### src/design/qd_params.svh
`ifndef QD_PARAMS_SVH
`define QD_PARAMS_SVH

// Serial frame layout
`define QD_FRAME_BITS 24
`define QD_CNT_W 5
`define QD_CMD_MSB 23
`define QD_CMD_LSB 20
`define QD_ADDR_MSB 19
`define QD_ADDR_LSB 16
`define QD_DATA_MSB 15
`define QD_CHANNELS 4

// Frame commands
`define QD_CMD_WR_INPUT 4'h1
`define QD_CMD_UPD_CHAN 4'h2
`define QD_CMD_WR_UPD 4'h3
`define QD_CMD_REF_SEL 4'h7
`define QD_CMD_READBACK 4'h9
`define QD_CMD_DAISY 4'hF

// Reset codes
`define QD_ZERO_CODE 16'h0000
`define QD_MID_CODE 16'h8000

// Wishbone byte offsets
`define QD_OFS_CTRL 8'h00
`define QD_OFS_STATUS 8'h04
`define QD_OFS_CHAN0 8'h10
`define QD_OFS_INPUT0 8'h20

// Field positions
`define QD_CTRL_HOLD 0
`define QD_ST_OVERRUN 0
`define QD_ST_FULL 1
`define QD_ST_DAISY 2
`define QD_ST_EXT_REF 3
`define QD_ST_SPAN_X2 4
`define QD_ST_RST_LOW 5
`define QD_ST_INIT 6

// Reset value and power-up wait count
`define QD_CTRL_RESET 1'b0
`define QD_INIT_WAIT 2'h3

`endif

### src/design/qd_pkg.sv
package qd_pkg;

  typedef enum logic [1:0] {
    QD_ST_POWERUP = 2'b01,
    QD_ST_RUN = 2'b10
  } qd_state_t;

  typedef logic [15:0] qd_code_t;
  typedef logic [23:0] qd_frame_t;

endpackage : qd_pkg

### src/design/qd_serial_load.sv
// How it works
// - Data sampled on falling serial clock, max 50MHz.
// - Low frame select, then 24 bits shifted.
// - Output bit launched on rising serial clock.
// - Output carries readback or daisy-chain data.
// - Strobe pulse copies pending inputs to channels.
// - Strobe works pulsed or held permanently low.
// - Reset pin acts on falling edge, synchronised to system clock.
// - Reset pin low: strobes ignored.
// - Reset loads strap code to input, channel.
// - Power-up code zero or midscale by strap.
// - Gain strap sets common span, x1/x2.
// - Reference pin drives out unless external.
`timescale 1ns/1ps
`include "qd_params.svh"
module qd_serial_load import qd_pkg::*; (
  input wire logic CLK_I,
  input wire logic SYS_RST_I,
  input wire logic [7:0] ADR_I,
  input wire logic [31:0] DAT_I,
  output logic [31:0] DAT_O,
  input wire logic WE_I,
  input wire logic [3:0] SEL_I,
  input wire logic STB_I,
  input wire logic CYC_I,
  output logic ACK_O,
  input wire logic SCLK_I,
  input wire logic SYNC_N_I,
  input wire logic SERIAL_IN_I,
  output logic SERIAL_OUT_O,
  input wire logic LOAD_STROBE_N_I,
  input wire logic RESET_N_I,
  input wire logic RESET_VALUE_STRAP_I,
  input wire logic GAIN_I,
  output logic SPAN_X2_O,
  output logic REF_OUT_EN_O,
  output logic FRAME_BUSY_O,
  output logic UPDATE_O
);

  function automatic qd_code_t rst_code(input logic strap);
    rst_code = strap ? `QD_MID_CODE : `QD_ZERO_CODE;
  endfunction : rst_code

  function automatic logic [1:0] first_chan(input logic [3:0] sel);
    first_chan = 2'h0;
    for (int i = `QD_CHANNELS - 1; i >= 0; i--) begin
      if (sel[i]) begin
        first_chan = 2'(i);
      end
    end
  endfunction : first_chan

  // Pin synchronisers
  localparam int NPIN = 7;
  logic [NPIN-1:0] pin_meta_q;
  logic [NPIN-1:0] pin_sync_q;
  logic [NPIN-1:0] pin_prev_q;

  always_ff @(posedge CLK_I or posedge SYS_RST_I) begin
    if (SYS_RST_I) begin
      // Idle pin levels, so no false edge follows reset
      pin_meta_q <= 7'h2C;
      pin_sync_q <= 7'h2C;
      pin_prev_q <= 7'h2C;
    end else begin
      pin_meta_q <= {SCLK_I, SYNC_N_I, SERIAL_IN_I, LOAD_STROBE_N_I,
                     RESET_N_I, RESET_VALUE_STRAP_I, GAIN_I};
      pin_sync_q <= pin_meta_q;
      pin_prev_q <= pin_sync_q;
    end
  end

  logic sclk_s;
  logic sync_n_s;
  logic serial_in_s;
  logic ldn_s;
  logic rstn_s;
  logic strap_s;
  logic gain_s;
  logic sclk_fall;
  logic sclk_rise;
  logic sync_fall;
  logic sync_rise;
  logic ldn_fall;
  logic rstn_fall;

  assign {sclk_s, sync_n_s, serial_in_s, ldn_s, rstn_s, strap_s, gain_s} = pin_sync_q;
  assign sclk_fall = pin_prev_q[6] && !sclk_s;
  assign sclk_rise = !pin_prev_q[6] && sclk_s;
  assign sync_fall = pin_prev_q[5] && !sync_n_s;
  assign sync_rise = !pin_prev_q[5] && sync_n_s;
  assign ldn_fall = pin_prev_q[3] && !ldn_s;
  assign rstn_fall = pin_prev_q[2] && !rstn_s;

  // Serial receive and transmit
  qd_frame_t in_sr_q;
  qd_frame_t out_sr_q;
  logic [`QD_CNT_W-1:0] bit_cnt_q;
  logic push_v_q;
  qd_frame_t push_data_q;
  logic rb_pend_q;
  qd_code_t rb_data_q;
  logic rb_set;
  logic daisy_q;
  logic buf_in_ready;

  always_ff @(posedge CLK_I or posedge SYS_RST_I) begin
    if (SYS_RST_I) begin
      in_sr_q <= 24'h000000;
      bit_cnt_q <= 5'h00;
      push_v_q <= 1'b0;
      push_data_q <= 24'h000000;
    end else begin
      push_v_q <= 1'b0;
      if (sync_fall) begin
        bit_cnt_q <= 5'h00;
      end else if (sclk_fall && !sync_n_s && bit_cnt_q < 5'(`QD_FRAME_BITS)) begin
        in_sr_q <= {in_sr_q[22:0], serial_in_s};
        bit_cnt_q <= bit_cnt_q + 5'h01;
      end
      if (sync_rise && bit_cnt_q == 5'(`QD_FRAME_BITS)) begin
        push_v_q <= 1'b1;
        push_data_q <= in_sr_q;
      end
    end
  end

  always_ff @(posedge CLK_I or posedge SYS_RST_I) begin
    if (SYS_RST_I) begin
      out_sr_q <= 24'h000000;
      rb_pend_q <= 1'b0;
      SERIAL_OUT_O <= 1'b0;
    end else begin
      if (rb_set) begin
        rb_pend_q <= 1'b1;
      end else if (sync_fall) begin
        rb_pend_q <= 1'b0;
      end
      if (sync_fall) begin
        out_sr_q <= rb_pend_q ? {8'h00, rb_data_q} : 24'h000000;
      end else if (sclk_rise && !sync_n_s) begin
        SERIAL_OUT_O <= daisy_q ? in_sr_q[23] : out_sr_q[23];
        out_sr_q <= {out_sr_q[22:0], 1'b0};
      end
    end
  end

  // Frame buffer between receiver and executor
  logic ctrl_hold_q;
  logic buf_out_valid;
  qd_frame_t buf_out_data;
  logic exec;

  qd_frame_buf #(
    .WIDTH(`QD_FRAME_BITS),
    .DEPTH(2)
  ) u_buf (
    .clk_i(CLK_I),
    .rst_i(SYS_RST_I),
    .in_valid_i(push_v_q),
    .in_ready_o(buf_in_ready),
    .in_data_i(push_data_q),
    .out_valid_o(buf_out_valid),
    .out_ready_i(!ctrl_hold_q),
    .out_data_o(buf_out_data)
  );

  assign exec = buf_out_valid && !ctrl_hold_q;

  logic [3:0] f_cmd;
  logic [3:0] f_addr;
  qd_code_t f_data;

  assign f_cmd = buf_out_data[`QD_CMD_MSB:`QD_CMD_LSB];
  assign f_addr = buf_out_data[`QD_ADDR_MSB:`QD_ADDR_LSB];
  assign f_data = buf_out_data[`QD_DATA_MSB:0];

  // Power-up sequencing
  qd_state_t state_q;
  logic [1:0] init_cnt_q;
  logic init_load;

  assign init_load = (state_q == QD_ST_POWERUP) && init_cnt_q == `QD_INIT_WAIT && rstn_s;

  always_ff @(posedge CLK_I or posedge SYS_RST_I) begin
    if (SYS_RST_I) begin
      state_q <= QD_ST_POWERUP;
      init_cnt_q <= 2'h0;
    end else begin
      case (state_q)
        QD_ST_POWERUP: begin
          if (init_cnt_q != `QD_INIT_WAIT) begin
            init_cnt_q <= init_cnt_q + 2'h1;
          end else if (rstn_s) begin
            state_q <= QD_ST_RUN;
          end
        end
        QD_ST_RUN: begin
          state_q <= QD_ST_RUN;
        end
        default: begin
          state_q <= QD_ST_POWERUP;
        end
      endcase
    end
  end

  // Input and channel registers
  qd_code_t input_q [`QD_CHANNELS];
  qd_code_t chan_q [`QD_CHANNELS];
  logic [3:0] pend_q;
  logic ext_ref_q;
  logic running;
  logic strobe_pulse;
  logic strobe_held;

  assign running = (state_q == QD_ST_RUN);
  assign strobe_pulse = running && ldn_fall && rstn_s;
  assign strobe_held = running && !ldn_s && rstn_s;

  always_ff @(posedge CLK_I or posedge SYS_RST_I) begin
    if (SYS_RST_I) begin
      for (int i = 0; i < `QD_CHANNELS; i++) begin
        input_q[i] <= `QD_ZERO_CODE;
        chan_q[i] <= `QD_ZERO_CODE;
      end
      pend_q <= 4'h0;
      UPDATE_O <= 1'b0;
    end else if (init_load || (running && rstn_fall)) begin
      for (int i = 0; i < `QD_CHANNELS; i++) begin
        input_q[i] <= rst_code(strap_s);
        chan_q[i] <= rst_code(strap_s);
      end
      pend_q <= 4'h0;
      UPDATE_O <= 1'b1;
    end else begin
      UPDATE_O <= 1'b0;
      for (int i = 0; i < `QD_CHANNELS; i++) begin
        if (strobe_pulse && pend_q[i]) begin
          chan_q[i] <= input_q[i];
          pend_q[i] <= 1'b0;
          UPDATE_O <= 1'b1;
        end
        if (exec && running && f_addr[i]) begin
          if (f_cmd == `QD_CMD_WR_INPUT) begin
            input_q[i] <= f_data;
            if (strobe_held) begin
              chan_q[i] <= f_data;
              pend_q[i] <= 1'b0;
              UPDATE_O <= 1'b1;
            end else begin
              pend_q[i] <= 1'b1;
            end
          end else if (f_cmd == `QD_CMD_WR_UPD) begin
            input_q[i] <= f_data;
            chan_q[i] <= f_data;
            pend_q[i] <= 1'b0;
            UPDATE_O <= 1'b1;
          end else if (f_cmd == `QD_CMD_UPD_CHAN) begin
            chan_q[i] <= input_q[i];
            pend_q[i] <= 1'b0;
            UPDATE_O <= 1'b1;
          end
        end
      end
    end
  end

  // Mode bits and readback capture
  assign rb_set = exec && running && f_cmd == `QD_CMD_READBACK;

  always_ff @(posedge CLK_I or posedge SYS_RST_I) begin
    if (SYS_RST_I) begin
      ext_ref_q <= 1'b0;
      daisy_q <= 1'b0;
      rb_data_q <= `QD_ZERO_CODE;
    end else if (exec && running) begin
      if (f_cmd == `QD_CMD_REF_SEL) begin
        ext_ref_q <= f_data[0];
      end
      if (f_cmd == `QD_CMD_DAISY) begin
        daisy_q <= f_data[0];
      end
      if (f_cmd == `QD_CMD_READBACK) begin
        rb_data_q <= chan_q[first_chan(f_addr)];
      end
    end
  end

  // Span, reference enable and busy outputs
  always_ff @(posedge CLK_I or posedge SYS_RST_I) begin
    if (SYS_RST_I) begin
      SPAN_X2_O <= 1'b0;
      REF_OUT_EN_O <= 1'b1;
      FRAME_BUSY_O <= 1'b0;
    end else begin
      SPAN_X2_O <= gain_s;
      REF_OUT_EN_O <= !ext_ref_q;
      FRAME_BUSY_O <= !buf_in_ready;
    end
  end

  // Wishbone slave
  logic overrun_q;
  logic wb_req;
  logic wb_wr;
  logic [31:0] rd_d;

  assign wb_req = CYC_I && STB_I && !ACK_O;
  assign wb_wr = wb_req && WE_I && SEL_I[0];

  always_ff @(posedge CLK_I or posedge SYS_RST_I) begin
    if (SYS_RST_I) begin
      ctrl_hold_q <= `QD_CTRL_RESET;
    end else if (wb_wr && ADR_I == `QD_OFS_CTRL) begin
      ctrl_hold_q <= DAT_I[`QD_CTRL_HOLD];
    end
  end

  // Lost frame flag, set beats clear
  always_ff @(posedge CLK_I or posedge SYS_RST_I) begin
    if (SYS_RST_I) begin
      overrun_q <= 1'b0;
    end else if (push_v_q && !buf_in_ready) begin
      overrun_q <= 1'b1;
    end else if (wb_wr && ADR_I == `QD_OFS_STATUS && DAT_I[`QD_ST_OVERRUN]) begin
      overrun_q <= 1'b0;
    end
  end

  always_comb begin
    rd_d = 32'h00000000;
    if (ADR_I == `QD_OFS_CTRL) begin
      rd_d[`QD_CTRL_HOLD] = ctrl_hold_q;
    end else if (ADR_I == `QD_OFS_STATUS) begin
      rd_d[`QD_ST_OVERRUN] = overrun_q;
      rd_d[`QD_ST_FULL] = !buf_in_ready;
      rd_d[`QD_ST_DAISY] = daisy_q;
      rd_d[`QD_ST_EXT_REF] = ext_ref_q;
      rd_d[`QD_ST_SPAN_X2] = SPAN_X2_O;
      rd_d[`QD_ST_RST_LOW] = !rstn_s;
      rd_d[`QD_ST_INIT] = running;
    end else if (ADR_I[7:4] == `QD_OFS_CHAN0 >> 4 && ADR_I[1:0] == 2'h0) begin
      rd_d[15:0] = chan_q[ADR_I[3:2]];
    end else if (ADR_I[7:4] == `QD_OFS_INPUT0 >> 4 && ADR_I[1:0] == 2'h0) begin
      rd_d[15:0] = input_q[ADR_I[3:2]];
    end
  end

  always_ff @(posedge CLK_I or posedge SYS_RST_I) begin
    if (SYS_RST_I) begin
      ACK_O <= 1'b0;
      DAT_O <= 32'h00000000;
    end else begin
      ACK_O <= wb_req;
      DAT_O <= (wb_req && !WE_I) ? rd_d : 32'h00000000;
    end
  end

endmodule : qd_serial_load

### src/design/qd_frame_buf.sv
`timescale 1ns/1ps
module qd_frame_buf #(
  parameter int WIDTH = 24,
  parameter int DEPTH = 2
) (
  input wire logic clk_i,
  input wire logic rst_i,
  input wire logic in_valid_i,
  output logic in_ready_o,
  input wire logic [WIDTH-1:0] in_data_i,
  output logic out_valid_o,
  input wire logic out_ready_i,
  output logic [WIDTH-1:0] out_data_o
);
  localparam int AW = $clog2(DEPTH);
  logic [WIDTH-1:0] mem_q [DEPTH];
  logic [AW-1:0] wr_q;
  logic [AW-1:0] rd_q;
  logic [AW:0] cnt_q;
  logic push;
  logic pop;

  assign in_ready_o = (cnt_q != DEPTH[AW:0]);
  assign out_valid_o = (cnt_q != '0);
  assign out_data_o = mem_q[rd_q];
  assign push = in_valid_i && in_ready_o;
  assign pop = out_valid_o && out_ready_i;

  always_ff @(posedge clk_i or posedge rst_i) begin
    if (rst_i) begin
      wr_q <= '0;
      rd_q <= '0;
      cnt_q <= '0;
    end else begin
      if (push) begin
        wr_q <= (wr_q == AW'(DEPTH - 1)) ? '0 : wr_q + 1'b1;
      end
      if (pop) begin
        rd_q <= (rd_q == AW'(DEPTH - 1)) ? '0 : rd_q + 1'b1;
      end
      if (push && !pop) begin
        cnt_q <= cnt_q + 1'b1;
      end else if (pop && !push) begin
        cnt_q <= cnt_q - 1'b1;
      end
    end
  end

  always_ff @(posedge clk_i) begin
    if (push) begin
      mem_q[wr_q] <= in_data_i;
    end
  end
endmodule : qd_frame_buf

### config.mk
export PLATFORM = sky130hd
export DESIGN_NAME = qd_serial_load
export DESIGN_NICKNAME = d
export VERILOG_FILES = /design/src/design/qd_pkg.sv /design/src/design/qd_serial_load.sv /design/src/design/qd_frame_buf.sv
export VERILOG_INCLUDE_DIRS = /design/src /design/src/design
export SDC_FILE = /design/constraint.sdc
export NUM_CORES = 1
export LEC_CHECK = 0
export ABC_AREA = 1
export BUFFER_PORTS_ARGS = -buffer_cell sky130_fd_sc_hd__buf_2
export CAP_MARGIN = 0
export CORE_MARGIN = 2
export CORE_UTILIZATION = 35
export CTS_BUF_LIST = sky130_fd_sc_hd__clkbuf_4 sky130_fd_sc_hd__clkbuf_8
export DETAILED_ROUTE_END_ITERATION = 8
export GPL_TIMING_DRIVEN = 0
export SYNTH_ARGS = -nofsm -noshare
export SYNTH_HDL_FRONTEND = slang
export SYNTH_SLANG_ARGS = --single-unit
### constraint.sdc
create_clock -name CLK_I -period 12.6 [get_ports CLK_I]
set_input_delay 1.89 -clock CLK_I [delete_from_list [all_inputs] [get_ports CLK_I]]
set_output_delay 1.89 -clock CLK_I [all_outputs]
set_load 0.01 [all_outputs]
# Yosys cells after proc, flatten, opt, wreduce, memory -nomap -nowiden
# Memories as Yosys holds them, arrays and structs flattened.
# Cells that the tools add are included.
[word_totals]
regBits = 282
latch_bits = 0
ramBits = 48
rom_bits = 0
input_bits = 56
output_inout_bits = 38
wordCells = 268
mem_count = 1
[mem_list]
columns = ["name", "depth", "width", "read_ports", "rd_clocked_by_memory_dff", "wr", "line", "source"]
rows = [
  ["u_buf.mem_q", 2, 24, 1, 0, 1, "qd_frame_buf.sv:16", "logic [WIDTH-1:0] mem_q [DEPTH];"],
]
[op_classes]
addsub = 6
n_mul = 0
div_mod_pow = 0
magnitude_cmp = 3
n_eq_ne = 17
shifts = 0
muxes = 123
bitwise_logic = 3
reduce_logical = 80
[ops]
columns = ["op", "count"]
rows = [
  ["$mux W16", 41],
  ["$mux W64", 2],
  ["$bmux W16 S2", 3],
  ["$mux W1", 58],
  ["$mux W24", 2],
  ["$logic_and A1 B1 Y1", 42],
  ["$reduce_and A2 Y1", 11],
  ["$mux W2", 10],
  ["$reduce_bool A2 Y1", 10],
  ["$mux W15", 1],
  ["$logic_not A1 Y1", 13],
  ["$eq A4 B2 Y1 const B", 3],
  ["$mux W5", 2],
  ["$mux W9", 1],
  ["$eq A4 B1 Y1 const B", 2],
  ["$eq A4 B4 Y1 const B", 2],
  ["$eq A8 B3 Y1 const B", 1],
  ["$logic_not A8 Y1", 1],
  ["$ne A2 B2 Y1 const B", 4],
  ["$mux W7", 1],
  ["$ge A3 B3 Y1 const B", 2],
  ["$not A2 Y3", 2],
  ["$add A5 B1 Y5 const B", 1],
  ["$eq A5 B5 Y1 const B", 1],
  ["13 further kinds", 16],
]

# Depth between registers and ports, before layout
[depth]
word_depth = 27
ltp_mapped = 13
depth_no_buf = 11

# Cells and area by module
# From an unflattened synthesis, not the netlist that was laid out.
[unflattened]
cells_unflattened = 2269
area_unflattened_um2 = 17554.3
[by_module_without_submodules]
columns = ["mod", "instances", "cells_each", "area_each_um2"]
rows = [
  ["qd_serial_load", 1, 2165, 15508.6],
  ["qd_frame_buf", 1, 104, 2045.7],
]

# Worst setup path after synthesis
# No wires, ideal clock.
[synth_timing]
path_type = "input-to-reg"
start = "in ADR_I[3]"
end = "reg DAT_O[0]"
setup_time_ns = 0.082
t_arrival_ns = 2.977
t_required_ns = 12.518
path_slack_ns = 9.542
path_stages = 8
n_path_buf = 2
cell_sequence = "buf_2 > inv_2 > nand2_2 > clkinv_1 > buf_2 > a22oi_1 > nand3_1 > a31oi_1"
[synth_via]
elab_chain_len = 9
word_cells_on_any_way = 14
classes_between = "eq/ne (1); mux (11); bitwise (1); reduce/logical (1)"
[synth_rtl]
columns = ["element", "line", "source"]
rows = [
  ["from (decl)", "qd_serial_load.sv:19", "input wire logic [7:0] ADR_I,"],
  ["$not A2 Y3 (implied by the code)", "qd_serial_load.sv:345, qd_serial_load.sv:347", ""],
  ["$bmux W16 S2", "qd_serial_load.sv:347", "rd_d[15:0] = input_q[ADR_I[3:2]];"],
  ["$mux W16 (implied by the code) (2 in a row)", "qd_serial_load.sv:347", ""],
  ["$mux W16", "qd_serial_load.sv:346", "end else if (ADR_I[7:4] == `QD_OFS_INPUT0 >> 4 && ADR_I[1:0] == 2'h0) begin"],
  ["$mux W16", "qd_serial_load.sv:344", "end else if (ADR_I[7:4] == `QD_OFS_CHAN0 >> 4 && ADR_I[1:0] == 2'h0) begin"],
  ["$mux W7", "qd_serial_load.sv:336", "end else if (ADR_I == `QD_OFS_STATUS) begin"],
  ["$mux W1 *", "qd_serial_load.sv:334", "if (ADR_I == `QD_OFS_CTRL) begin"],
  ["$mux W16 *", "qd_serial_load.sv:357", "DAT_O <= (wb_req && !WE_I) ? rd_d : 32'h00000000;"],
  ["to (signal assigned)", "qd_serial_load.sv:357", ""],
  ["to (decl)", "qd_serial_load.sv:21", "output logic [31:0] DAT_O,"],
]
# Mark *: on every way between the ends. The rest lies on a longest branch, timed or not. The select of a mux whose other input is x is not followed.
# A chain may end at the register's enable or synchronous reset.

# Final worst setup path
[layout_timing]
start = "in ADR_I[3]"
end = "reg DAT_O[15]"
[layout_via]
elab_chain_len = 9
word_cells_on_any_way = 14
classes_between = "eq/ne (1); mux (11); bitwise (1); reduce/logical (1)"
[layout_rtl]
columns = ["element", "line"]
rows = [
  ["$not A2 Y3 (implied by the code)", "qd_serial_load.sv:345, qd_serial_load.sv:347"],
  ["$bmux W16 S2", "qd_serial_load.sv:347"],
  ["$mux W16 (implied by the code) (2 in a row)", "qd_serial_load.sv:347"],
  ["$mux W16", "qd_serial_load.sv:346"],
  ["$mux W16", "qd_serial_load.sv:344"],
  ["$mux W9", "qd_serial_load.sv:336"],
  ["$mux W15 *", "qd_serial_load.sv:334"],
  ["$mux W16 *", "qd_serial_load.sv:357"],
]
# Marked as above.

==> impl_summary.md <==
Outcome
The run finished with clean final reports.

Timing
The final count of pins violating max slew is 0. The worst-case clock skew is 26.6 ps. The hold violation total from the final report is 0. At the pin with the least slew margin, the transition time is ~1100 ps. The worst path meets setup with 8950 ps of slack. The clock period could shrink to 3650 ps. The fmax is 274 MHz. The worst relative slew slack is 26.2%. The final number of setup-violating endpoints is 0. The worst path uses a little under 30% of the clock period. Setup repair after global routing left no endpoint under its margin. In the final timing run, aggregate negative setup slack is 0 ps.

Synth
Counting flops with an async set or reset pin after synthesis yields a share of between 80% and 90%. The portion of synthesized area spent on multiplexers is less than 1%. Summing the areas of all and, or, nand and nor instances in the mapped netlist gives 32.7% of the synthesized area. The share of Yosys cell area claimed by the top area cell type is between 30% and 40%. Summing the areas of all xor and xnor instances in the mapped netlist gives less than 1% of the synthesized area.

After synthesis, the netlist uses between 40 and 50 different library cells. The synthesized netlist occupies a cell area of 0.0181 mm2. After synthesis, the largest family of logic cells by area is simple AND/OR/NAND/NOR gates. The synthesized design contains 48 enable-type register cells.

The synthesized-area fraction occupied by adder cells is 0.415%. The fraction of the yosys area taken by sequential cells is 46.7%. After synthesis, the cell types taking the most area are sky130_fd_sc_hd__dfrtp_1, sky130_fd_sc_hd__nand2_1, sky130_fd_sc_hd__edfxtp_1.

The gate count of the mapped netlist is approximately 2.5k. Yosys printed 0 warnings. Of all cell types, the one taking the most synthesized area is sky130_fd_sc_hd__dfrtp_1. The mean post-synth cell area is roughly 7.3 um2. In the synthesized netlist the dominant register cell turns out to be sky130_fd_sc_hd__dfrtp_1. Summing the areas of all compound-gate instances in the mapped netlist gives 10.4% of the synthesized area. Synthesis inferred around 330 register bits.

Layout
The count of antenna diodes in the layout is 0. The layout cell share with drive strength beyond 1 is 11.8%. The post-layout instance area is 0.0207 mm2.

The layout-stage area growth over the synthesis result is 14.7%. The number of nets in the layout is 2652. The core occupancy in the finished layout is between 40% and 50%.

Route
The length of routed wiring on met1 is 32500 um. In this run the remaining antenna-violating nets after routing total 0. The final wirelength is approximately 76000 um. The met2 wire length is 31600 um. The detailed route wirelength on metal3 is 6920 um. After detailed routing, the number of vias per cell comes to 5.35. Dividing the detail-routed wire length by the instance count gives 23.0 um. The total vias in the final route is 17.8k. The highest metal layer with signal wires is met5.

The total DRC errors in the routed layout is 0. For this block, the initial DRC count from the detailed router was ~1.9k. The total iterations of the first detailed-routing run is 6.

Clocking
The clock sink count is 327. In this run, post-CTS hold repair placed 0 buffers. The number of buffers inserted to repair setup after CTS is 0. The latest clock arrival within the worst-skew pair is 710 ps. The clock slew seen by the registers of the worst setup and hold paths is 60 ps. The root cell of the clock tree is sky130_fd_sc_hd__clkbuf_8.

The number of H-tree branching levels is 2. The TritonCTS clock tree is done. The number of gates resized after cts is 0. No sink is reached through more buffers than the 3 on the longest clock path. Clock tree synthesis inserted a total of ~60 buffers.

Critical path
The critical path ends at DAT_O[15]. The data required time at the worst endpoint is 13140 ps. The worst setup path startpoint is ADR_I[3]. By instance count, the cell type seen most on the critical path is sky130_fd_sc_hd__nand2_1. The category of the critical setup timing path is in2reg. The largest fanout of any net on the critical path is 10. The number of cells on the worst reg-to-reg path is 10. The worst setup path is launched from an input pin.

In this design, the stage delay of the slowest critical-path cell is 820 ps. In this run the critical register-to-register path is captured at chan_q[58]. The reg-to-reg setup timing slack is between 9000 and 10000 ps. The startpoint of the worst register-to-register path is state_q[0]. The sort of element at the end of the critical path is a register.

The critical-path cell with the highest stage delay is sky130_fd_sc_hd__nor2_1. Traced cell by cell, the critical path runs through buf_2 > nor2_2 > nand2_1 > nand2_1 > nor2_1 > nand2_1 > nor2_1. The arrival time at the worst endpoint is between 4000 and 5000 ps.

Floorplan
The die boundary width is 231 um. The initial cell density of the core is 35.3%. In this run the standard cell core region covers 0.0512 mm2. The placement row count is between 80 and 90. The number of top-level pins is 94. The die covers 0.0535 mm2. From bottom edge to top edge, the die measures 231 um.

Global route
The remaining global-route overflow is 0. The wire length of the first global-routing pass is 111000 um. The via count of the first global-routing pass is 16.7k.

Entering global routing, the biggest net connects around 120 pins. The initial antenna violation count was 3. Global routing consumed, over all layers together, between 20% and 30% of the routing resources.

Placement
Timing analysis after detailed placement gives a worst setup slack of roughly 8400 ps. The count of port buffers added during placement is 41. In this run the cell area measured after placement is 0.0193 mm2. The detailed-placement wirelength estimate is 57400 um. The final weighted congestion of routability-driven global placement is 1.02.

Hold path
The worst hold path belongs to the class reg2reg.

Power
The sum of internal, switching and leakage power is 3030 uW. For this design the static power due to leakage is 0.0105 uW. For this design the ratio of total power to cell area is 146 mW/mm2. The largest voltage drop on the vdd net is 0.0847 mV.

Run
Across the run, the number of max-cap violations was 0.
==> stage by stage <==
stage	hold slack [ps]	std cells
after floorplan	331	2482
after global placement	335	3203
after detailed placement	335	3207
after CTS	338	3321
after global routing	356	3321
final	335	3321
==> critical path, delay by kind of cell <==
kind	cells	cell delay [ps]
AND/OR/NAND/NOR	6	1990
buffers and inverters	1	270
==> state kept, by name (all words and copies together) (netlist names), 4 cells and up <==
register,cells
pin_prev_q,5
out_sr_q,24
push_data_q,24
pend_q,4
input_q,64
in_sr_q,24
pin_meta_q,7
rb_data_q,16
chan_q,64
pin_sync_q,7
DAT_O,16
bit_cnt_q,5
u_buf.mem_q,48
==> how the worst min path moves through the flow <==
| stage | start | to | slack (ps) | cells past startpoint |
|---|---|---|---|---|
| after floorplan | pin_sync_q[0] | pin_prev_q[0] | 330 | 0 |
| after global placement | pin_sync_q[0] | pin_prev_q[0] | 330 | 0 |
| after detailed placement | pin_meta_q[6] | pin_sync_q[6] | 330 | 0 |
| after CTS | pin_meta_q[6] | pin_sync_q[6] | 340 | 0 |
| after global routing | pin_sync_q[0] | pin_prev_q[0] | 360 | 0 |
| final | pin_meta_q[6] | pin_sync_q[6] | 340 | 0 |
==> cell usage after synthesis (all sizes together) (2+ instances only) <==
cell / number
a21oi: 60
a22oi: 17
a31oi: 2
buf: 90
clkbuf: 63
clkinv: 2
dfrtp: 268
dfstp: 11
edfxtp: 48
ha: 6
inv: 247
nand2: 717
nand3: 250
nand4: 62
nor2: 345
nor3: 8
o211ai: 3
o21a: 2
o21ai: 217
o221ai: 20
o22ai: 18
xnor2: 2
xor2: 3
==> where the power goes <==
group          internal (uW)  switching (uW)  total, uW  leakage [uW]
logic                    144             388        532       0.00571
clock network            694             500       1190      0.000770
registers               1180             126       1310       0.00402
total                   2020            1010       3030        0.0105
==> placed cells by master, fill, tap and decap left out, types with 48 or more instances in the layout <==
master and instances:
sky130_fd_sc_hd__buf_2 90, sky130_fd_sc_hd__o21ai_1 52, sky130_fd_sc_hd__dfrtp_1 268, sky130_fd_sc_hd__edfxtp_1 48, sky130_fd_sc_hd__clkbuf_1 63, sky130_fd_sc_hd__nand3_1 246, sky130_fd_sc_hd__clkbuf_8 87, sky130_fd_sc_hd__nand2_1 706
sky130_fd_sc_hd__a21oi_1 59, sky130_fd_sc_hd__o21ai_0 161, sky130_fd_sc_hd__nand4_1 61, sky130_fd_sc_hd__nor2_1 320, sky130_fd_sc_hd__inv_1 234
==> cell families (layout without fill, tap and decap cells) <==
kind of cell    count (synthesis)  after routing
fa+ha+maj                       6              6
mux                             1              1
compound gates                341            341
buf+inv                       402            561
other cells                     1             16
simple gates                 1384           1384
xor+xnor                        5              5
flops                         327            327
==> cell type report <==
cell class	instances	area [um2]
fillers	5351	30500
flip-flops and latches	327	8440
multi-input cells	1753	8000
clock buffers	100	1290
inverters	249	945
well taps	680	851
plain buffers	153	774
repair buffers	45	290
clock inverters	14	150
==> routing by layer <==
| metal | track usage [%] | up-vias |
|---|---|---|
| met2 | 41.4 | 847 |
| met5 | 0 | - |
| li1 | - | 8210 |
| met4 | 17.6 | 6 |
| met1 | 39.1 | 8485 |
| met3 | 5.82 | 229 |
Power figures use the tool's default switching activity.
